==> config.mk <==
export PLATFORM = sky130hd
export DESIGN_NAME = legacy_address_decoder
export DESIGN_NICKNAME = d
export VERILOG_FILES = /design/src/design/legacy_decode_pkg.sv /design/src/design/legacy_address_decoder.sv
export SDC_FILE = /design/constraint.sdc
export NUM_CORES = 1
export LEC_CHECK = 0
export CAP_MARGIN = 20
export CORE_ASPECT_RATIO = 1.1
export CORE_MARGIN = 10
export CORE_UTILIZATION = 25
export CTS_BUF_LIST = sky130_fd_sc_hd__clkbuf_8
export DETAILED_ROUTE_END_ITERATION = 12
export DONT_BUFFER_PORTS = 1
export GPL_ROUTABILITY_DRIVEN = 0
export HOLD_SLACK_MARGIN = 0.12
export PLACE_DENSITY = 0.44
export SKIP_LAST_GASP = 1
export SYNTH_ARGS = -nofsm -noshare
export SYNTH_HDL_FRONTEND = slang
export SYNTH_SLANG_ARGS = --single-unit
export TNS_END_PERCENT = 1
==> constraint.sdc <==
create_clock -name clk_i -period 3.4 [get_ports clk_i]
set_clock_uncertainty 0.2 [all_clocks]
set_input_delay 1.02 -clock clk_i [delete_from_list [all_inputs] [get_ports clk_i]]
set_output_delay 1.02 -clock clk_i [all_outputs]
set_load 0.1 [all_outputs]
==> src/design/legacy_decode_pkg.sv <==
// constants, types and register map of the legacy address decoder
package legacy_decode_pkg;
  // ==========================================================================
  // widths
  localparam int ADDR_W = 40;
  localparam int FSB_ADDR_W = 36;
  localparam int SEG_COUNT = 13;
  localparam int PORT_COUNT = 4;
  localparam int PORT_IDX_W = 2;
  localparam int REG_ADDR_W = 8;
  localparam int DATA_W = 32;
  localparam int SEG_IDX_W = 4;
  localparam int SEG_SHIFT = 14;
  localparam int LOW32_W = 32;
  // ==========================================================================
  // register offsets and field positions
  localparam logic [REG_ADDR_W-1:0] SEG_ATTR_OFS = 8'h00;
  localparam logic [REG_ADDR_W-1:0] VIDEO_CTRL_OFS = 8'h04;
  localparam logic [REG_ADDR_W-1:0] ROUTE_STAT_OFS = 8'h08;
  localparam int SMM_EN_BIT = 16;
  localparam int STAT_PORT_LSB = 2;
  localparam int STAT_FMT_BIT = 4;
  localparam int STAT_UC_BIT = 5;
  localparam int STAT_VALID_BIT = 6;
  // ==========================================================================
  // reset values
  localparam logic [2*SEG_COUNT-1:0] SEG_ATTR_RST = 26'h0000000;
  localparam logic [PORT_COUNT-1:0] VIDEO_EN_RST = 4'h0;
  // ==========================================================================
  // region bounds below 1 MB
  localparam logic [ADDR_W-1:0] VIDEO_BASE = 40'h00000A0000;
  localparam logic [ADDR_W-1:0] SEG_BASE = 40'h00000C0000;
  localparam logic [ADDR_W-1:0] UPPER_BIOS_BASE = 40'h00000F0000;
  localparam logic [ADDR_W-1:0] ONE_MB = 40'h0000100000;
  localparam logic [SEG_IDX_W-1:0] UPPER_BIOS_IDX = 4'hC;
  // ==========================================================================
  // segment attribute encodings: bit 0 reads to DRAM, bit 1 writes to DRAM
  localparam logic [1:0] ATTR_SOUTH = 2'h0;
  localparam logic [1:0] ATTR_READ_DRAM = 2'h1;
  localparam logic [1:0] ATTR_WRITE_DRAM = 2'h2;
  localparam logic [1:0] ATTR_BOTH_DRAM = 2'h3;
  localparam int ATTR_READ_BIT = 0;
  localparam int ATTR_WRITE_BIT = 1;
  // ==========================================================================
  // types
  typedef enum logic [1:0] {TGT_DRAM, TGT_SOUTH, TGT_PORT} target_type;
  typedef enum logic [1:0] {SRC_FSB, SRC_GFX, SRC_SOUTH} source_type;
  typedef struct packed {
    logic [ADDR_W-1:0] addr;
    logic write;
    source_type source;
  } request_type;
  typedef struct packed {
    logic valid;
    target_type target;
    logic [PORT_IDX_W-1:0] port;
    logic fmt64;
    logic uncacheable;
    logic [ADDR_W-1:0] addr;
  } route_type;
endpackage

==> src/design/legacy_address_decoder.sv <==
// address decoder for the region below 1 MB of the memory hub
// Behaviour
// - carry 40-bit addresses, 36 from processors
// - 32-bit format unless upper bits nonzero
// - lowest 640 KB always to DRAM
// - video window to south link after reset
// - video window to port with route enable
// - hub-internal targets decoded before external ports
// - video window always uncacheable
// - management flag picks DRAM over video port
// - management flag sampled with request strobe
// - non-management processor requests go to video
// - graphics and south requests never reach DRAM in the video window
// - thirteen segments, independent read/write attributes
// - expansion segments four states, split destinations
// - disabled segments go to south link
// - DRAM below 1 MB never remapped
// - attribute codes select per-direction destination
// - segment attributes reset to south link
//
// Added by the designer: the register addresses and the plain strobed port.
`timescale 1ns/1ns
`default_nettype none
module legacy_address_decoder
  import legacy_decode_pkg::*;
(
  // clock and reset
  input wire logic clk_i,
  input wire logic sys_rst_i,
  // register port
  input wire logic [REG_ADDR_W-1:0] reg_addr_i,
  input wire logic [DATA_W-1:0] reg_wdata_i,
  input wire logic reg_wr_i,
  input wire logic reg_rd_i,
  output logic [DATA_W-1:0] reg_rdata_o,
  // request side
  input wire logic request_strobe_i,
  input wire request_type request_i,
  input wire logic request_addr_bit7_i,
  // routing decision
  output route_type route_o
);

  // ==========================================================================
  // state
  typedef struct packed {
    logic [2*SEG_COUNT-1:0] seg_attr;
    logic [PORT_COUNT-1:0] video_route_enable;
    logic smm_enable;
    logic [DATA_W-1:0] rdata;
    route_type route;
  } state_type;

  state_type state_q;
  state_type state_d;

  // lowest set video enable wins; software keeps at most one set
  function automatic logic [PORT_IDX_W-1:0] first_port(input logic [PORT_COUNT-1:0] en);
    logic [PORT_IDX_W-1:0] idx;
    idx = '0;
    for (int i = PORT_COUNT - 1; i >= 0; i--) begin
      if (en[i]) begin
        idx = PORT_IDX_W'(i);
      end
    end
    return idx;
  endfunction

  // segment number 0..12 of an address inside C0000h..FFFFFh
  function automatic logic [SEG_IDX_W-1:0] seg_index(input logic [ADDR_W-1:0] a);
    logic [SEG_IDX_W-1:0] idx;
    if (a >= UPPER_BIOS_BASE) begin
      idx = UPPER_BIOS_IDX;
    end else begin
      idx = SEG_IDX_W'((a - SEG_BASE) >> SEG_SHIFT);
    end
    return idx;
  endfunction

  // video window test, shared by the checks below
  function automatic logic in_video(input logic [ADDR_W-1:0] a);
    return a >= VIDEO_BASE && a < SEG_BASE;
  endfunction

  // shadow segment test, C0000h up to the 1 MB boundary
  function automatic logic in_seg(input logic [ADDR_W-1:0] a);
    return a >= SEG_BASE && a < ONE_MB;
  endfunction

  // full decode of one request against the current programming
  function automatic route_type decode(input request_type rq, input logic smm_flag, input state_type s);
    route_type r;
    logic [1:0] attr;
    logic [SEG_IDX_W-1:0] sidx;
    r = '0;
    attr = '0;
    sidx = seg_index(rq.addr);
    r.valid = 1'b1;
    r.addr = rq.addr;
    r.fmt64 = |rq.addr[ADDR_W-1:LOW32_W];
    r.target = TGT_SOUTH;
    if (rq.addr < VIDEO_BASE) begin
      r.target = TGT_DRAM;
    end else if (rq.addr < SEG_BASE) begin
      r.uncacheable = 1'b1;
      // internal SMM decode claims the window before any port is considered
      if (s.smm_enable && rq.source == SRC_FSB && smm_flag) begin
        r.target = TGT_DRAM;
      end else if (|s.video_route_enable) begin
        r.target = TGT_PORT;
        r.port = first_port(s.video_route_enable);
      end else begin
        r.target = TGT_SOUTH;
      end
    end else if (rq.addr < ONE_MB) begin
      attr = s.seg_attr[2*sidx +: 2];
      // disabled directions go out to the south link with the address untouched
      if (rq.write) begin
        r.target = attr[ATTR_WRITE_BIT] ? TGT_DRAM : TGT_SOUTH;
      end else begin
        r.target = attr[ATTR_READ_BIT] ? TGT_DRAM : TGT_SOUTH;
      end
    end
    return r;
  endfunction

  // ==========================================================================
  // next state
  always_comb begin
    state_d = state_q;
    state_d.rdata = '0;
    state_d.route.valid = 1'b0;
    // register writes
    if (reg_wr_i) begin
      case (reg_addr_i)
        SEG_ATTR_OFS: state_d.seg_attr = reg_wdata_i[2*SEG_COUNT-1:0];
        VIDEO_CTRL_OFS: begin
          state_d.video_route_enable = reg_wdata_i[PORT_COUNT-1:0];
          state_d.smm_enable = reg_wdata_i[SMM_EN_BIT];
        end
        default: ;
      endcase
    end
    // register reads, answered in the next cycle only
    if (reg_rd_i) begin
      case (reg_addr_i)
        SEG_ATTR_OFS: state_d.rdata[2*SEG_COUNT-1:0] = state_q.seg_attr;
        VIDEO_CTRL_OFS: begin
          state_d.rdata[PORT_COUNT-1:0] = state_q.video_route_enable;
          state_d.rdata[SMM_EN_BIT] = state_q.smm_enable;
        end
        ROUTE_STAT_OFS: begin
          state_d.rdata[1:0] = state_q.route.target;
          state_d.rdata[STAT_PORT_LSB +: PORT_IDX_W] = state_q.route.port;
          state_d.rdata[STAT_FMT_BIT] = state_q.route.fmt64;
          state_d.rdata[STAT_UC_BIT] = state_q.route.uncacheable;
          state_d.rdata[STAT_VALID_BIT] = state_q.route.valid;
        end
        default: state_d.rdata = '0;
      endcase
    end
    // decode uses programming as it stood before this cycle's write
    if (request_strobe_i) begin
      state_d.route = decode(request_i, request_addr_bit7_i, state_q);
    end
  end

  // ==========================================================================
  // state register
  always_ff @(posedge clk_i) begin
    if (sys_rst_i) begin
      state_q <= '0;
      state_q.seg_attr <= SEG_ATTR_RST;
      state_q.video_route_enable <= VIDEO_EN_RST;
      state_q.route.target <= TGT_SOUTH;
    end else begin
      state_q <= state_d;
    end
  end

  assign reg_rdata_o = state_q.rdata;
  assign route_o = state_q.route;

  // ==========================================================================
  // checks
  request_type last_req_q;
  logic last_flag_q;
  logic last_stb_q;
  state_type last_state_q;

  // copy of the request and programming seen by the decoder
  always_ff @(posedge clk_i) begin
    if (sys_rst_i) begin
      last_req_q <= '0;
      last_flag_q <= 1'b0;
      last_stb_q <= 1'b0;
      last_state_q <= '0;
    end else begin
      last_req_q <= request_i;
      last_flag_q <= request_addr_bit7_i;
      last_stb_q <= request_strobe_i;
      last_state_q <= state_q;
    end
  end
endmodule // legacy_address_decoder
`default_nettype wire

; ---- After elaboration in Yosys (flattened, before gate mapping)
; Cells that the tools add are included.
[totals]
ff_bits = 110
input_bits = 89
out_inout_bits = 79
elab_cells = 56
[classes]
add_sub_neg = 1
n_lt_le_gt_ge = 4
eq_ne = 2
shift = 1
n_mux = 24
n_bitwise = 2
reduce_logical = 10
[op_table]
columns = op, n
row1 = $lt 40x20->1 const B, 2
row2 = $mux 47, 1
row3 = $ge 40x20->1 const B, 1
row4 = $lt 40x21->1 const B, 1
row5 = $mux 2, 13
row6 = $shiftx 26x6->2, 1
row7 = $sub 18x1->18 const B, 1
row8 = $pmux 4 s3, 1
row9 = $eq 8x3->1 const B, 1
row10 = $eq 8x4->1 const B, 1
row11 = $logic_not 8->1, 1
row12 = $mux 4, 2
row13 = $reduce_or 8->1, 1
row14 = $pmux 3 s2, 1
row15 = $mux 1, 5
row16 = $reduce_and 2->1, 2
row17 = $reduce_or 4->1, 1
row18 = $reduce_or 3->1, 1
row19 = $logic_and 1x1->1, 2
row20 = $logic_not 2->1, 1
row21 = $not 1->1, 2
row22 = $pmux 1 s2, 1
row23 = $reduce_or 2->1, 1

; ---- Longest topological paths before layout
[depth]
ltp_word = 10
depth_mapped = 7
ltp_nobuf = 6

; ---- Worst setup path before layout
; Ideal clock, no wire load.
[synth_timing]
kind = input to register
start = input reg_addr_i[1]
end = register state_q[100] (netlist bit)
setup_time_ns = 0.128
arrival_time_ns = 2.203
t_required_ns = 3.072
setup_slack_ns = 0.869
path_stages = 7
n_path_buf = 2
cell_sequence = nor4_2 > and4b_1 > and2b_2 > buf_12 > buf_8 > mux2i_1 > nor2_1
[synth_via]
elab_chain_len = 2
[synth_lines]
columns = item, line
row1 = "start, declared", legacy_address_decoder.sv:31  ; input wire logic [REG_ADDR_W-1:0] reg_addr_i,
row2 = $logic_not 8->1, legacy_address_decoder.sv:135  ; case (reg_addr_i)
row3 = $reduce_and 2->1 (no source line), --
row4 = "end signal, assigned", legacy_address_decoder.sv:177  ; state_q <= state_d;
row5 = "end, declared", legacy_address_decoder.sv:54  ; state_type state_q;
; No other way between the ends.
; A chain may end at the register's enable or synchronous reset.

; ---- Final worst setup path
[layout_timing]
start = register state_q, in the netlist route_o[36]
end = output route_o[36] (netlist bit)
[layout_rtl]
columns = item, line
row1 = "end, declared", legacy_address_decoder.sv:41  ; output route_type route_o
; No word-level cell between the ends.

==> reports/metrics.cfg <==
[layout]
drive_gt1_frac = 0.179
mostFrequentLayoutCells = 104 x dfxtp_1, 91 x nor2_1, 84 x mux2i_1
fin_area_mm2 = 0.00487
layout_commonest_cell = dfxtp_1
fin_nets = 536
areaGrowthSynthToFinish_pct = 4.77
fin_cells = 695
antenna_cells = 0
fill_cells = 2023

[synth]
syn_avg_cell_area_um2 = 9.70
yosysWarnings = 0
synth_area_leader_cell = dfxtp_1
synthTopCellsByArea = dfxtp_1 45%, mux2i_1 18%, buf_4 13%
ys_ff_latch = 104
syn-cell-area_mm2 = 0.00465
seq_area_frac_synth = 0.448
yosysTopAreaCellShare = 0.448
postSynthCellCount = 479
ys.flop_type = dfxtp_1
async_reset_ff_frac = 0
synth.distinct_cells = 48
synth-edff-count = 0

[power]
clkPwrFrac = 0.342
intPower_mw = 1.68
combinationalPowerShare = 0.133
fin_total_pwr_mw = 2.47
power_leakage_nw = 2.00
switchingPower_uw = 792
irDropWorstVdd_uv = 193
switching_share = 0.320
power_density_mw_per_mm2 = 508
pwr-share-seq = 0.525

[die]
die_x_um = 150
top_level_ports = 168
num_rows = 52
core-area_mm2 = 0.0183
die_y_um = 163
dieArea_mm2 = 0.0244
start_util = 0.253

[clocking]
cts_buffers = 9
ctsHoldBuffers = 0
worstSkewPairLatency_ns = 0.39
clock_sinks = 104
clkTransAtPathRegs_ns = 0.11
clk_path_buf_depth = 2
cts_root_buffer = clkbuf_8
post_cts_buffers = 0
cts_tree = yes
htreeDepth = 3
cts_resized = 0

[setup_path]
timing.rr.start = state_q[102]$_SDFFE_PP0P_
cp_max_fo = 2
rr_worst_depth = 5
startpoint_type = register
worst-endpoint-arrival_ns = 1.37
regToRegSetupSlack_ns = 1.53
r2r_end = route_o[44]$_SDFFE_PP1P_
cp.required_ns = 2.18
crit_type = reg -> out
endpoint_kind = primary output

[global_routing]
gr-total-overflow = 0
antenna_found_initial = 0
grt_pass1_wl_um = 18700
grt_start_max_net_pins = 80
first_global_vias = 3162
grt_usage = 0.101

[drt]
firstDrtPassIters = 5
viasPerCell = 4.31
ant_nets = 0
drc = 0
routed_wirelength_um = 12600
drt-initial-drc-count = 156
vias = 2997
avgRoutedWirePerCell_um = 18.1

[sta]
finalHoldViolCount = 0
max_slew_margin = 0.345
final_max_slew_viol_count = 0
tightest_slew_ns = 0.981
fin_crit_sh = 0.763
fin_setup_tns_ns = 0
setup_viol = 0
rsz0062_at_grt = false
min_period_ns = 2.59
fmax_ghz = 0.385

[placement]
port_buffers = 0
dp.cells = 679
dp.final_hpwl_um = 9550
post_dp_cell_area_mm2 = 0.00466

[run_status]
status = completed

[run]
maxCapViolCount = 0

[hold_path]
hp-start = state_q[94]$_SDFFE_PP0P_
hold-path-endpoint = reg_rdata_o[10]$_SDFF_PP0_
hold_path_class = reg -> reg
hold_depth = 1

layout make-up:
cell class	instances	area (µm²)	area share
multi-input combinational	272	1830	0.375
tap	243	304	0.0625
inverter	4	15.0	0.00308
clock buffer	9	124	0.0254
sequential	104	2080	0.428
timing repair buffer	56	433	0.0889
clock inverter	7	83.8	0.0172
worst max-delay path by stage:
stage	start	endpoint	slack (ns)	cells past startpoint
3_3_place_gp	request_i[38]	route_o[43]$_SDFFE_PP0P_	0.53	6
5_1_grt	route_o[17]$_SDFFE_PP0P_	route_o[17]	0.76	0
6_report	route_o[36]$_SDFFE_PP0P_	route_o[36]	0.81	0
2_1_floorplan	reg_addr_i[1]	state_q[100]$_SDFFE_PP0P_	0.87	7
3_5_place_dp	request_i[38]	route_o[43]$_SDFFE_PP0P_	0.52	6
4_1_cts	route_o[36]$_SDFFE_PP0P_	route_o[36]	0.76	0
through the flow:
stage	hold slack, ns	utilization	setup slack [ns]
CTS	0.295	0.265	0.764
global placement	0.263	0.254	0.534
detailed placement	0.277	0.254	0.517
global route	0.312	0.265	0.756
finish	0.292	0.265	0.805
floorplan	0.238	-	0.869
routing by layer:
layer | vias to the layer above | track usage | wire length, µm
met2 | 113 | 0.159 | 5870
met3 | 14 | 0.0475 | 1320
met1 | 1409 | 0.115 | 5180
met5 | - | 0 | 0
li1 | 1461 | - | -
met4 | 0 | 0.0398 | 182
cell usage after synthesis, types with 2 or more instances:
library cell and number:
nor3b_1 2, o2111ai_1 2, nand3_1 4, o221ai_1 2, clkbuf_1 10, nand2b_1 2, buf_2 5, nand2_1 7
buf_12 2, o21ai_0 2, a22oi_1 2, buf_4 80, and2_1 17, a21oi_1 9, dfxtp_1 104, nand4_1 6
mux2i_1 84, inv_1 4, nor3_1 5, nor2_1 91, nor4_1 8, buf_1 5
sequential cells by signal (all words and copies together) (netlist names):
name and flops:
state_q 31, reg_rdata_o 26, route_o 47
logic make-up after synthesis:
group,share of synthesized area
buf+inv,0.163
simple gates,0.160
compound gates,0.0396
other cells,0.000807
flops,0.448
mux,0.188
power by group through the flow:
stage	Combinational, mW	Sequential [mW]	Clock, mW
finish	0.329	1.30	0.845
global route	0.344	1.30	0.930
CTS	0.332	1.30	0.890
detailed placement	0.331	1.33	0
global placement	0.329	1.33	0
floorplan	0.394	1.29	0
(Power assumes the default switching activity.)
